===== src/inc/clock_gate_protect_calib_pkg.sv =====
// Constants shared by the peripheral clock, protection and trim registers.
package clock_gate_protect_calib_pkg;

    // Register byte addresses on the register bus.
    localparam logic [31:0] ADDR_PROTECT_MODE  = 32'h400e04e4;
    localparam logic [31:0] ADDR_PROTECT_STAT  = 32'h400e04e8;
    localparam logic [31:0] ADDR_CLK_ENABLE    = 32'h400e0500;
    localparam logic [31:0] ADDR_CLK_DISABLE   = 32'h400e0504;
    localparam logic [31:0] ADDR_CLK_STATE     = 32'h400e0508;
    localparam logic [31:0] ADDR_TRIM_SELECT   = 32'h400e0510;
    localparam logic [31:0] ADDR_IRQ_STATUS    = 32'h400e0520;
    localparam logic [31:0] ADDR_IRQ_CLEAR     = 32'h400e0524;
    localparam logic [31:0] ADDR_IRQ_ENABLE    = 32'h400e0528;

    // Protection mode register layout.
    localparam logic [23:0] PROTECT_KEY        = 24'h504d43;
    localparam int          PROTECT_KEY_LSB    = 8;
    localparam int          PROTECT_ON_BIT     = 0;

    // Protection status register layout.
    localparam int          VIOL_FLAG_BIT      = 0;
    localparam int          VIOL_SRC_LSB       = 8;
    localparam int          VIOL_SRC_W         = 16;

    // Trim select register layout: three 8-bit lanes, value then select.
    localparam int          TRIM_W             = 7;
    localparam int          TRIM_LOW_LSB       = 0;
    localparam int          TRIM_MID_LSB       = 8;
    localparam int          TRIM_HIGH_LSB      = 16;
    localparam int          TRIM_SEL_OFS       = 7;
    localparam int          TRIM_REG_W         = 24;

    // Interrupt event bit positions.
    localparam int          IRQ_EV_W           = 2;
    localparam int          IRQ_VIOLATION_BIT  = 0;
    localparam int          IRQ_KEY_REJECT_BIT = 1;

    // Values after reset.
    localparam logic        PROTECT_ON_RST     = 1'b0;
    localparam logic [23:0] TRIM_REG_RST       = 24'h000000;
    localparam logic [1:0]  IRQ_RST            = 2'h0;

endpackage


===== src/rtl/clock_gate_protect_calib_regs.sv =====
// Upper peripheral clock gates, write protection and RC trim selection.
//
// Behaviour
// - A write-protection violation sets the status flag in bit 0, which stays set until the status register is read.
// - While the flag is set, bits 23 to 8 of the status register hold the low address bits of the refused register.
// - Reading the status register clears both the flag and the source field.
// - Writes to clock enable, clock disable and trim select are ignored while protection is on.
// - A one in bits 0 to 2 of clock enable turns on the clock of peripheral 32 to 34; zeros change nothing.
// - A one in bits 0 to 2 of clock disable turns off the matching peripheral clock; zeros change nothing.
// - The clock state register shows in bits 0 to 2 a one for every enabled peripheral clock.
// - Bits for peripherals that are not implemented have no effect at all.
// - The low trim lane applies the user value in bits 6 to 0 when bit 7 is one, else the flash value.
// - The mid trim lane applies the user value in bits 14 to 8 when bit 15 is one, else the flash value.
// - The high trim lane applies the user value in bits 22 to 16 when bit 23 is one, else the flash value.
// - The protection bit changes only when the upper 24 bits of the write carry the key.
//
// Chosen here: register access over Wishbone.
`timescale 1ns/1ps

module clock_gate_protect_calib_regs #(
    parameter int NUM_PERIPH = 3
) (
    input  wire logic                  clk_i,
    input  wire logic                  rst_i,
    input  wire logic                  ce_i,
    input  wire logic                  cyc_i,
    input  wire logic                  stb_i,
    input  wire logic                  we_i,
    input  wire logic [31:0]           adr_i,
    input  wire logic [3:0]            sel_i,
    input  wire logic [31:0]           dat_i,
    output logic      [31:0]           dat_o,
    output logic                       ack_o,
    input  wire logic [6:0]            flash_trim_low_i,
    input  wire logic [6:0]            flash_trim_mid_i,
    input  wire logic [6:0]            flash_trim_high_i,
    output logic      [NUM_PERIPH-1:0] periph_clock_bit_o,
    output logic      [6:0]            trim_low_o,
    output logic      [6:0]            trim_mid_o,
    output logic      [6:0]            trim_high_o,
    output logic                       irq_o
);

    // Register map, all compared in the full 32-bit address.
    //   Protection mode      read-write  bit 0 protection on, key in 31:8.
    //   Protection status    read-clear  bit 0 flag, 23:8 source address.
    //   Clock enable         write-only  bits 0 to 2 set the gates.
    //   Clock disable        write-only  bits 0 to 2 clear the gates.
    //   Clock state          read-only   bits 0 to 2 show the gates.
    //   Trim select          read-write  three lanes of value and select.
    //   Interrupt status     read-only   bit 0 violation, bit 1 bad key.
    //   Interrupt clear      write-only  a one clears the status bit.
    //   Interrupt enable     read-write  same layout as the status.
    // Any other address answers as well, reads zero and ignores writes.
    //
    // Bus timing.
    // Every request is answered one cycle after it is taken, so a classic
    // master sees a fixed single wait state and never a retry or error.
    // The ack register also masks the request in its own cycle, which keeps
    // a master that is slow to drop the strobe from being served twice.
    // Read data is registered with the ack and falls back to zero on the
    // next write access, so stale values never linger on the data bus.
    // Writes to the write-only registers read back as zero.
    //
    // Protection.
    // The mode register needs the key in all three upper bytes, so only a
    // full-word write can change the protection bit. A partial write, or a
    // write with any other key, leaves the bit alone and raises the bad key
    // event instead, which lets software notice a stray access.
    // The key itself is never stored and always reads as zero.
    // Only the clock enable, clock disable and trim select registers are
    // guarded here; other guarded registers of the controller live in other
    // blocks, which keep their own violation records.
    // A refused write records the low sixteen address bits as its source.
    // Two refused writes before a read leave the later source in place; the
    // flag cannot count them, so software should read status promptly.
    //
    // Status read and clear.
    // Reading the status register returns the contents from before the read
    // and clears them at the same edge. A violation that arrives on that
    // very edge is kept for the next read instead of being lost, because
    // the set is tested ahead of the clear.
    // With a single bus master the two cannot meet in one cycle today, but
    // the ordering keeps the block safe if a second port is ever added.
    //
    // Clock gates.
    // Set and clear registers avoid a read-modify-write on shared state, so
    // two drivers of different gates cannot undo each other's work.
    // Only the lowest byte lane carries gate bits; a write with that lane
    // off changes nothing. Bits above the implemented gates are dropped.
    // Gates come straight from flip-flops so that downstream clock gating
    // cells see a glitch-free enable.
    //
    // Trims.
    // The trim register is written lane by lane under the byte selects,
    // so software can change one oscillator without touching the others.
    // The applied trims are registered one cycle after the register or the
    // flash value changes; the oscillator cannot react faster anyway.
    // After reset all selects are zero, so the flash values are applied one
    // cycle after reset is released.
    //
    // Interrupts.
    // Each event sets a sticky status bit; a set always beats a clear that
    // falls in the same cycle, so no event is ever dropped.
    // The interrupt line is registered and so follows status and enable one
    // cycle late, which also keeps it free of decode glitches.
    //
    // Clock enable.
    // While the clock enable is low every register holds, the ack included,
    // so a bus request simply waits until the enable returns.
    // The master must not give up a request during such a pause.
    //
    // Reset.
    // The reset is synchronous and must be held for at least one edge; it acts even while
    // the clock enable is low. The first request may follow at once.
    //
    // Limitations.
    // The source field holds an address, not a register code, so software
    // should compare it against the low address bits of the guarded
    // registers.
    // The block has one clock; a bus in another domain needs a bridge.
    // Nothing here protects the interrupt or mode registers themselves.

    // Only peripherals 32 to 34 exist in this bank; wider settings are refused.
    generate
        if (NUM_PERIPH < 1 || NUM_PERIPH > 3) begin : g_bad_param
            $error("NUM_PERIPH must lie between 1 and 3.");
        end
    endgenerate

    // Expands the byte selects into a bit mask for partial writes.
    function automatic logic [31:0] lane_mask(input logic [3:0] sel);
        lane_mask = {{8{sel[3]}}, {8{sel[2]}}, {8{sel[1]}}, {8{sel[0]}}};
    endfunction

    // Picks the applied trim from one lane of the select register.
    function automatic logic [6:0] pick_trim(input logic [7:0] lane,
                                             input logic [6:0] flash);
        pick_trim = lane[clock_gate_protect_calib_pkg::TRIM_SEL_OFS] ?
                    lane[6:0] : flash;
    endfunction

    logic                  ack_q;
    logic [31:0]           rdata_q;
    logic [31:0]           rdata_d;
    logic                  protection_on_q;
    logic                  violation_flag_q;
    logic [15:0]           violation_source_q;
    logic [NUM_PERIPH-1:0] clk_en_q;
    logic [23:0]           trim_reg_q;
    logic [6:0]            trim_low_q;
    logic [6:0]            trim_mid_q;
    logic [6:0]            trim_high_q;
    logic [1:0]            irq_stat_q;
    logic [1:0]            irq_stat_d;
    logic [1:0]            irq_en_q;
    logic                  irq_q;
    logic                  access;
    logic                  wr;
    logic                  rd;
    logic                  hit_mode;
    logic                  hit_stat;
    logic                  hit_en;
    logic                  hit_dis;
    logic                  hit_state;
    logic                  hit_trim;
    logic                  hit_istat;
    logic                  hit_iclr;
    logic                  hit_ien;
    logic                  hit_protected;
    logic                  violation;
    logic                  key_ok;
    logic                  key_reject;
    logic [31:0]           wmask;

    // A request is taken once; the registered ack closes it a cycle later.
    assign access   = cyc_i & stb_i & ~ack_q;
    assign wr       = access & we_i;
    assign rd       = access & ~we_i;
    assign wmask    = lane_mask(sel_i);

    // Address decode.
    assign hit_mode  = adr_i == clock_gate_protect_calib_pkg::ADDR_PROTECT_MODE;
    assign hit_stat  = adr_i == clock_gate_protect_calib_pkg::ADDR_PROTECT_STAT;
    assign hit_en    = adr_i == clock_gate_protect_calib_pkg::ADDR_CLK_ENABLE;
    assign hit_dis   = adr_i == clock_gate_protect_calib_pkg::ADDR_CLK_DISABLE;
    assign hit_state = adr_i == clock_gate_protect_calib_pkg::ADDR_CLK_STATE;
    assign hit_trim  = adr_i == clock_gate_protect_calib_pkg::ADDR_TRIM_SELECT;
    assign hit_istat = adr_i == clock_gate_protect_calib_pkg::ADDR_IRQ_STATUS;
    assign hit_iclr  = adr_i == clock_gate_protect_calib_pkg::ADDR_IRQ_CLEAR;
    assign hit_ien   = adr_i == clock_gate_protect_calib_pkg::ADDR_IRQ_ENABLE;

    // A write to a guarded register while protection is on is a violation.
    assign hit_protected = hit_en | hit_dis | hit_trim;
    assign violation     = wr & protection_on_q & hit_protected;

    // The key must fill the upper three bytes, so all lanes must be written.
    assign key_ok     = (dat_i[31:8] == clock_gate_protect_calib_pkg::PROTECT_KEY)
                        && (sel_i == 4'hf);
    assign key_reject = wr & hit_mode & ~key_ok;

    // Bus handshake; ack is dropped in the cycle after it was given.
    always_ff @(posedge clk_i) begin
        if (rst_i) begin
            ack_q <= 1'b0;
        end else if (ce_i) begin
            ack_q <= access;
        end
    end

    // Read multiplexer; unmapped and write-only addresses read as zero.
    always_comb begin
        rdata_d = 32'h00000000;
        if (hit_mode) begin
            rdata_d[clock_gate_protect_calib_pkg::PROTECT_ON_BIT] =
                protection_on_q;
        end else if (hit_stat) begin
            rdata_d[clock_gate_protect_calib_pkg::VIOL_FLAG_BIT] =
                violation_flag_q;
            rdata_d[23:8] = violation_source_q;
        end else if (hit_state) begin
            rdata_d[NUM_PERIPH-1:0] = clk_en_q;
        end else if (hit_trim) begin
            rdata_d[23:0] = trim_reg_q;
        end else if (hit_istat) begin
            rdata_d[1:0] = irq_stat_q;
        end else if (hit_ien) begin
            rdata_d[1:0] = irq_en_q;
        end
    end

    // Read data is captured with the ack so it is stable for the master.
    always_ff @(posedge clk_i) begin
        if (rst_i) begin
            rdata_q <= 32'h00000000;
        end else if (ce_i) begin
            if (rd) begin
                rdata_q <= rdata_d;
            end else if (access) begin
                rdata_q <= 32'h00000000;
            end
        end
    end

    // Protection bit; a wrong key leaves it untouched.
    always_ff @(posedge clk_i) begin
        if (rst_i) begin
            protection_on_q <= clock_gate_protect_calib_pkg::PROTECT_ON_RST;
        end else if (ce_i) begin
            if (wr && hit_mode && key_ok) begin
                protection_on_q <=
                    dat_i[clock_gate_protect_calib_pkg::PROTECT_ON_BIT];
            end
        end
    end

    // Violation status. The set is tested first so a violation landing on
    // the clearing read survives; the read returns the older contents.
    always_ff @(posedge clk_i) begin
        if (rst_i) begin
            violation_flag_q   <= 1'b0;
            violation_source_q <= 16'h0000;
        end else if (ce_i) begin
            if (violation) begin
                violation_flag_q   <= 1'b1;
                violation_source_q <= adr_i[15:0];
            end else if (rd && hit_stat) begin
                violation_flag_q   <= 1'b0;
                violation_source_q <= 16'h0000;
            end
        end
    end

    // One gate per implemented peripheral; bits above them are never read.
    generate
        for (genvar i = 0; i < NUM_PERIPH; i++) begin : g_clk
            always_ff @(posedge clk_i) begin
                if (rst_i) begin
                    clk_en_q[i] <= 1'b0;
                end else if (ce_i && wr && !protection_on_q && sel_i[0]) begin
                    if (hit_en && dat_i[i]) begin
                        clk_en_q[i] <= 1'b1;
                    end else if (hit_dis && dat_i[i]) begin
                        clk_en_q[i] <= 1'b0;
                    end
                end
            end
        end
    endgenerate

    // Trim select register with byte-lane writes, blocked under protection.
    always_ff @(posedge clk_i) begin
        if (rst_i) begin
            trim_reg_q <= clock_gate_protect_calib_pkg::TRIM_REG_RST;
        end else if (ce_i) begin
            if (wr && hit_trim && !protection_on_q) begin
                trim_reg_q <= (trim_reg_q & ~wmask[23:0])
                              | (dat_i[23:0] & wmask[23:0]);
            end
        end
    end

    // Applied trims are registered; a flash change reaches them a cycle late.
    always_ff @(posedge clk_i) begin
        if (rst_i) begin
            trim_low_q  <= 7'h00;
            trim_mid_q  <= 7'h00;
            trim_high_q <= 7'h00;
        end else if (ce_i) begin
            trim_low_q  <= pick_trim(trim_reg_q[7:0], flash_trim_low_i);
            trim_mid_q  <= pick_trim(trim_reg_q[15:8], flash_trim_mid_i);
            trim_high_q <= pick_trim(trim_reg_q[23:16],
                                     flash_trim_high_i);
        end
    end

    // Sticky events; a new event wins over a clear in the same cycle.
    always_comb begin
        irq_stat_d = irq_stat_q;
        if (wr && hit_iclr && sel_i[0]) begin
            irq_stat_d = irq_stat_d & ~dat_i[1:0];
        end
        irq_stat_d[clock_gate_protect_calib_pkg::IRQ_VIOLATION_BIT] =
            irq_stat_d[clock_gate_protect_calib_pkg::IRQ_VIOLATION_BIT]
            | violation;
        irq_stat_d[clock_gate_protect_calib_pkg::IRQ_KEY_REJECT_BIT] =
            irq_stat_d[clock_gate_protect_calib_pkg::IRQ_KEY_REJECT_BIT]
            | key_reject;
    end

    // Interrupt status, enable and the level output.
    always_ff @(posedge clk_i) begin
        if (rst_i) begin
            irq_stat_q <= clock_gate_protect_calib_pkg::IRQ_RST;
            irq_en_q   <= clock_gate_protect_calib_pkg::IRQ_RST;
            irq_q      <= 1'b0;
        end else if (ce_i) begin
            irq_stat_q <= irq_stat_d;
            if (wr && hit_ien && sel_i[0]) begin
                irq_en_q <= dat_i[1:0];
            end
            irq_q <= |(irq_stat_q & irq_en_q);
        end
    end

    assign ack_o              = ack_q;
    assign dat_o              = rdata_q;
    assign periph_clock_bit_o = clk_en_q;
    assign trim_low_o         = trim_low_q;
    assign trim_mid_o         = trim_mid_q;
    assign trim_high_o        = trim_high_q;
    assign irq_o              = irq_q;

endmodule


===== config.mk =====
export PLATFORM = sky130hd
export DESIGN_NAME = clock_gate_protect_calib_regs
export DESIGN_NICKNAME = d
export VERILOG_FILES = /design/src/inc/clock_gate_protect_calib_pkg.sv /design/src/rtl/clock_gate_protect_calib_regs.sv
export SDC_FILE = /design/constraint.sdc
export NUM_CORES = 1
export LEC_CHECK = 0
export BUFFER_PORTS_ARGS = -buffer_cell sky130_fd_sc_hd__buf_2
export CAP_MARGIN = 20
export CORE_ASPECT_RATIO = 0.75
export CORE_MARGIN = 3
export CORE_UTILIZATION = 24
export CTS_CLUSTER_DIAMETER = 80
export CTS_CLUSTER_SIZE = 8
export DETAILED_ROUTE_END_ITERATION = 12
export PLACE_DENSITY_LB_ADDON = 0.12
export SYNTH_ARGS = -nofsm -noshare
export SYNTH_HDL_FRONTEND = slang
export SYNTH_SLANG_ARGS = --single-unit

===== constraint.sdc =====
create_clock -name clk_i -period 2.28 [get_ports clk_i]
set_input_delay 0.228 -clock clk_i [delete_from_list [all_inputs] [get_ports clk_i]]
set_output_delay 0.228 -clock clk_i [all_outputs]
set_load 0.02 [all_outputs]

==> After elaboration in Yosys (flattened, before gate mapping) <==
Index checks and enable logic that the tools add are counted.
{ "classes": {"shift": 0, "muxes": 27, "bitwise_logic": 22, "reduce_logical": 34, "n_lt_le_gt_ge": 0, "addsub": 0, "eq_ne": 11, "div": 0, "mul": 0} }
{ "ops": {"columns": ["cell", "n"], "rows": [
  ["$eq A32 B31 Y1 const B", 9],
  ["$mux W32", 2],
  ["$and A24 B24 Y24", 2],
  ["$mux W16", 3],
  ["$mux W7", 4],
  ["$eq A24 B23 Y1 const B", 1],
  ["$not A24 Y24", 1],
  ["$or A24 B24 Y24", 1],
  ["$mux W23", 1],
  ["$mux W22", 1],
  ["$mux W21", 1],
  ["$logic_and A1 B1 Y1", 19],
  ["$reduce_and A2 Y1", 8],
  ["$mux W1", 10],
  ["$reduce_bool A2 Y1", 5],
  ["$and A1 B1 Y1", 8],
  ["$mux W2", 4],
  ["$and A2 B2 Y2", 2],
  ["$eq A4 B4 Y1 const B", 1],
  ["$or A1 B1 Y1", 4],
  ["$mux W3", 1],
  ["$not A1 Y1", 3],
  ["$not A2 Y2", 1],
  ["$reduce_or A2 Y1", 1],
  ["$logic_not A1 Y1", 1]
]} }
{ "word_totals": {"latch_bits": 0, "regBits": 104, "romBits": 0, "memories": 0, "mem_bits_rw": 0, "in_bits": 95} }

==> Logic depth before layout (Yosys ltp) <==
Gate-level depths: netlist of the first run.
{ "depth": {"depth_word": 8, "mapped_depth": 7, "depth_no_buf": 5} }

==> Least setup slack after synthesis of the first run <==
Ideal clock, no wire load.
{ "synth_path": {"path_type": "reg-to-reg", "startpoint": "register ack_q (netlist: ack_o)", "endpoint": "register with a tool-made name", "path_stages_with_launch": 7, "n_path_buf": 1, "t_arrival_ps": 1902, "required_ps": 2152, "path_slack_ps": 251, "synth_period_minus_slack_ps": 2029, "cell_sequence": "dfxtp_1 > and4b_1 > clkbuf_1 > nand4_4 > nor4_4 > mux2i_1 > nor2_1"} }
{ "synth_lines": {"columns": ["element", "line", "text"], "rows": [
  ["start: declaration", "clock_gate_protect_calib_regs.sv:143", "logic ack_q;"],
  ["start signal: assignment", "clock_gate_protect_calib_regs.sv:207", "ack_q <= access;"]
]} }

==> key figures, run 1 <==
Route
  • Via count: 3926
  • Drt pass-1 iters: 5
  • Remaining routing DRC violations: 0
  • Drt initial violations: 245
  • Via/cell ratio: 4.67
  • Routed wire length: 14400 µm
  • WL/cell: 17.1 µm
  • ANT nets after route: 0

Timing
  • Fin Clk Skew: 0.00776 ns
  • Max Clk Rate: 0.531 GHz
  • Period Utilization, post-route: 0.825
  • Crit path time final: 1.88 ns
  • Post-Route Setup TNS: 0 ns
  • Worst rel slew slack: 0.607
  • Final setup fails: 0
  • RSZ-0062 raised after global routing: no
  • Fin. max-slew vios: 0
  • Worst-Margin Slew: 0.585 ns
  • Hold Vio Cnt, Final: 0

Global routing
  • Largest net degree at the start of global routing: 85
  • Gr ovfl total: 0
  • Initial antenna violation count: 1
  • Overall routing resource usage: 0.149
  • First-pass GRT wire length: 22200 µm
  • Vias in the first global route: 3881

Yosys
  • Yosys top cell area share: 0.448
  • Post-Syn Instances: 451
  • Part of the Yosys area used for sequential elements: 0.448
  • Synth Area in XOR/XNOR: 0
  • Synth Area in Compound Gates: 0.136
  • Top cells by area, synth: dfxtp_1 45%, mux2i_1 12%, nor2_1 5.8%, a22oi_1 4.0%, a211oi_1 3.8%
  • Synth Area per Inst: 9.51 µm²
  • Post-synth EDFFs: 0
  • Simple-gate share of the synthesized area: 0.255
  • Ys Warns: 0
  • #FFs+latches synth: 96
  • Post-synthesis cell area: 0.00429 mm²
  • Synth Area in Adders: 0
  • Top cell type by total area after synthesis: dfxtp_1
  • Post-synth ARST share: 0
  • Post-synth top flop: dfxtp_1
  • Largest family of logic cells by synthesized area: simple AND/OR/NAND/NOR gates
  • Post-synthesis mux area share: 0.117
  • Yosys cell types: 52

Layout
  • Layout area overhead: 30.9%
  • Layout cells sized above 1: 0.327
  • Commonest non-fill, non-tap cell in the layout: buf_2
  • Filler cells: 1832
  • Net count, final: 693
  • Most frequent cells in the layout: 144 x buf_2, 96 x dfxtp_1, 66 x nor2_1

Clocking
  • Max clock buf depth: 2
  • Post-CTS setup buffers: 0
  • Clock root buffer: clkbuf_16
  • H-tree levels: 3
  • Cts bufs inserted: 9
  • Clock sinks: 96
  • Hold_buf cts: 0
  • TritonCTS clock tree: yes
  • Clock Latency Late Sink: 0.35 ns
  • Worst-path clk slew: 0.07 ns
  • Post-cts resize count: 0

Floorplanning
  • Die Height: 122 µm
  • Core Box Area: 0.0172 mm²
  • FP Rows: 41
  • Initial Util: 0.250
  • Die width: 160 µm
  • IO Count: 153
  • Die ar.: 0.0195 mm²

Pwr
  • Pleak: 2.21 nW
  • Power per cell area: 638 mW/mm²
  • Peak VDD IR: 0.282 mV
  • Tot Pwr: 3.58 mW

Setup path
  • CP startpoint kind: flop
  • Crit. End Element: flop
  • Critical path arrival: 2.11 ns
  • Worst EP required: 2.51 ns
  • R2r worst-path depth: 6
  • Crit Path Class: reg2reg
  • Critical path fanouts, max: 8

Min path
  • Hold WC Path Type: in2reg
  • Hold depth: 3

Placement
  • Gpl congestion: 0.869
  • Buffers on Ports: 144
  • Dpl hpwl: 10800 µm

Run status
  • Status: finished clean

Job
  • Max-cap violations: 0
-- per-stage QoR --
| stage | instances | hold WS, ns | worst slack (ns) | area [µm²] | utilization |
|---|---|---|---|---|---|
| 4_1_cts | 839 | 0.113 | 0.393 | 5610 | 0.327 |
| 5_1_grt | 840 | 0.132 | 0.245 | 5620 | 0.327 |
| 3_3_place_gp | 823 | 0.443 | 0.300 | 5320 | 0.309 |
| 3_5_place_dp | 823 | 0.445 | 0.269 | 5320 | 0.309 |
| 6_report | 840 | 0.132 | 0.398 | 5620 | 0.327 |
| 2_1_floorplan | 458 | 0.329 | 0.251 | 4320 | - |
-- layout make-up --
| type | count | area, µm² | share of cell area |
|---|---|---|---|
| Sequential cell | 96 | 1920 | 0.342 |
| Clock inverter | 4 | 51.3 | 0.00914 |
| Multi-Input combinational cell | 326 | 2210 | 0.394 |
| Antenna cell | 1 | 2.50 | 0.000446 |
| Timing Repair Buffer | 163 | 876 | 0.156 |
| Clock buffer | 12 | 246 | 0.0439 |
| Tap cell | 236 | 295 | 0.0526 |
| Inverter | 2 | 7.51 | 0.00134 |
-- metal layers --
layer	vias up	track usage	part of all wire
li1	1930	-	-
met1	1847	0.213	0.49
met2	136	0.218	0.43
met3	13	0.0476	0.062
met4	0	0.0331	0.013
met5	-	0	0
-- synth_stat cells, types with 7 or more instances --
cell      instances
dfxtp_1          96
nor2_1           66
mux2i_1          50
nand2_1          29
a22oi_1          23
a211oi_1         22
a21oi_1          22
clkbuf_1         16
and2_1           12
buf_4             8
nand3_1           8
nor4_1            8
nand2b_1          7
nand4_1           7
-- worst max-delay path, stage by stage (launching register included) --
cell and delay (ns):
dfxtp_1 0.33, and4b_1 0.49, nand4_4 0.21, nor4_4 0.24, buf_4 0.23, mux2i_1 0.21
nor2_1 0.05
-- logic make-up after synthesis --
group	after synthesis
AOI/OAI and AO/OA	85
buffers and inverters	36
DFF	96
muxes	50
other	1
and+or+nand+nor	183
-- power by group --
part | switching (mW) | internal (mW)
Clock | 0.649 | 0.883
Sequential | 0.0134 | 1.70
Combinational | 0.206 | 0.129
-- final timing paths --
check / startpoint / end / slack (ns)
setup / recovery: ack_o / flop / 0.40
setup reg to reg: ack_o / flop / 0.40
hold / removal: dat_i[11] / flop / 0.13
hold reg to reg: dat_o[2] / dat_o[2] / 0.45
(Power assumes the default switching activity.)
==> run 2, diff against run 1 <==
==> constraint.sdc (replaced) <==
create_clock -name clk_i -period 1.95 [get_ports clk_i]
set_input_delay 0.195 -clock clk_i [delete_from_list [all_inputs] [get_ports clk_i]]
set_output_delay 0.195 -clock clk_i [all_outputs]
set_load 0.02 [all_outputs]
==> key figures, run 2 (synthesis gave the netlist of run 1 again) <==
Global routing
  • Initial antenna violation count: 0 (-1)
  • Largest net degree at the start of global routing: 47 (-45%)
  • Gr ovfl total: 0 (unchanged)
  • Overall routing resource usage: 0.150 (+0.00141)
  • First-pass GRT wire length: 22200 µm (+0.31%)
  • Vias in the first global route: 3791 (-2.3%)

Timing
  • Worst-Margin Slew: 0.543 ns (-0.0415 ns)
  • Worst rel slew slack: 0.637 (+0.0308)
  • Fin. max-slew vios: 0 (unchanged)
  • Crit path time final: 1.86 ns (-0.0197 ns)
  • Hold Vio Cnt, Final: 0 (unchanged)
  • Period Utilization, post-route: 0.955 (+0.130)
  • Fin Clk Skew: 0.00550 ns (-0.00226 ns)
  • Final setup fails: 0 (unchanged)
  • RSZ-0062 raised after global routing: yes
  • Max Clk Rate: 0.537 GHz (+1.1%)

Clocking
  • Cts bufs inserted: 9 (unchanged)
  • Max clock buf depth: 2 (unchanged)
  • Post-CTS setup buffers: 0 (unchanged)
  • Clock Latency Late Sink: 0.35 ns (about the same)
  • Clock sinks: 96 (unchanged)
  • Worst-path clk slew: 0.07 ns (about the same)
  • Clock root buffer: clkbuf_16
  • Post-cts resize count: 0 (unchanged)
  • H-tree levels: 3 (unchanged)
  • TritonCTS clock tree: yes
  • Hold_buf cts: 0 (unchanged)

Placement
  • Buffers on Ports: 144 (unchanged)
  • Gpl congestion: 0.865 (-0.52%)
  • Dpl hpwl: 11300 µm (+4.0%)
  • DP Area: 0.00545 mm² (+2.5%)

Floorplanning
  • Core Box Area: 0.0172 mm² (unchanged)
  • Die Height: 122 µm (unchanged)
  • Die width: 160 µm (unchanged)
  • Initial Util: 0.250 (unchanged)
  • IO Count: 153 (unchanged)
  • FP Rows: 41 (unchanged)
  • Die ar.: 0.0195 mm² (unchanged)

Route
  • ANT nets after route: 0 (unchanged)
  • Drt pass-1 iters: 4 (-1)
  • WL/cell: 17.3 µm (+1.2%)
  • Remaining routing DRC violations: 0 (unchanged)
  • Via count: 3906 (-0.51%)
  • Routed wire length: 14700 µm (+2.0%)
  • Via/cell ratio: 4.61 (-1.3%)
  • Drt initial violations: 307 (+25%)

Run status
  • Status: finished clean

Setup path
  • Worst R2R Start: ack_o
  • Critical path fanouts, max: 8 (unchanged)
  • Crit. End Element: flop
  • R2r worst-path depth: 6 (unchanged)
  • Worst EP required: 2.18 ns (-0.33 ns)
  • Reg2reg end: periph_clock_bit_o[0]
  • Critical path arrival: 2.10 ns (about the same)
  • Worst reg2reg setup slack: 0.09 ns (-0.31 ns)
  • Crit Path Class: reg2reg
  • CP startpoint kind: flop

Layout
  • Layout cells sized above 1: 0.339 (+0.0121)
  • Diode count: 0 (-1)
  • Finished Cell Area: 0.00578 mm² (+2.9%)
  • Layout area overhead: 34.7%
  • Commonest non-fill, non-tap cell in the layout: buf_2
  • Net count, final: 701 (+1.2%)
  • Most frequent cells in the layout: 144 x buf_2, 96 x dfxtp_1, 66 x nor2_1

Min path
  • Hold wc startpoint: dat_i[7]
  • Hold WC Path Type: in2reg
  • Hold depth: 3 (unchanged)

Pwr
  • Pleak: 2.29 nW (+3.7%)
  • Power per cell area: 757 mW/mm² (+19%)
  • Tot Pwr: 4.37 mW (+22%)
  • Peak VDD IR: 0.315 mV (+12%)

Job
  • Max-cap violations: 0 (unchanged)
## run 2: cell count changes in the layout (fill, tap and decap cells not counted), moves of 2 or more
| cell | before | now |
|---|---|---|
| buf_12 | 1 | 7 |
| buf_4 | 18 | 20 |
| clkbuf_1 | 2 | 0 |
| clkinv_4 | 0 | 2 |
## run 2: layout make-up
cell class                 count  area (µm²)
fill                        1784       11400
clock inverter                 6        91.3
tap                          236         295
sequential                    96        1920
multi-input combinational    326        2210
timing repair buffer         171        1010
inverter                       2        7.51
clock buffer                  10         239
## run 2: power breakdown
group	switching [mW]	internal, mW	total [mW]
combinational	0.242	0.153	0.396
clock	0.806	1.17	1.97
sequential	0.0157	1.99	2.01
total	1.06	3.31	4.37
## run 2: stage by stage
stage	hold WS (ns)	TNS, ns	cells	utilization	setup slack, ns
global placement	0.436	0	831	0.317	0.0477
finish	0.0874	0	847	0.336	0.0878
floorplan	0.296	0	458	-	0.0745
global route	0.0913	-0.00211	847	0.336	-0.00211
CTS	0.0727	0	847	0.336	0.108
detailed placement	0.445	0	831	0.317	0.0266
## run 2: how the worst max path moves through the flow
stage	startpoint	end	slack (ns)
6_report	ack_o	periph_clock_bit_o[0]	0.09
5_1_grt	ack_o	periph_clock_bit_o[2]	-0.002
4_1_cts	ack_o	periph_clock_bit_o[0]	0.11
3_5_place_dp	adr_i[14]	violation_source_q[10]	0.03
3_3_place_gp	adr_i[14]	dat_o[1]	0.05
2_1_floorplan	adr_i[14]	violation_source_q[10]	0.07
## run 2: worst max-delay path: stages, from the launching register on
cell and delay, ns:
dfxtp_1 0.33, and4b_1 0.25, buf_4 0.19, nand4_1 0.17, nor4_1 0.49, mux2i_1 0.25, nor2_1 0.05
## run 2: routing by layer
layer,GRT usage,part of all wire
met5,0,0
met2,0.211,0.40
met1,0.223,0.53
met4,0.0374,0.0095
met3,0.0428,0.060
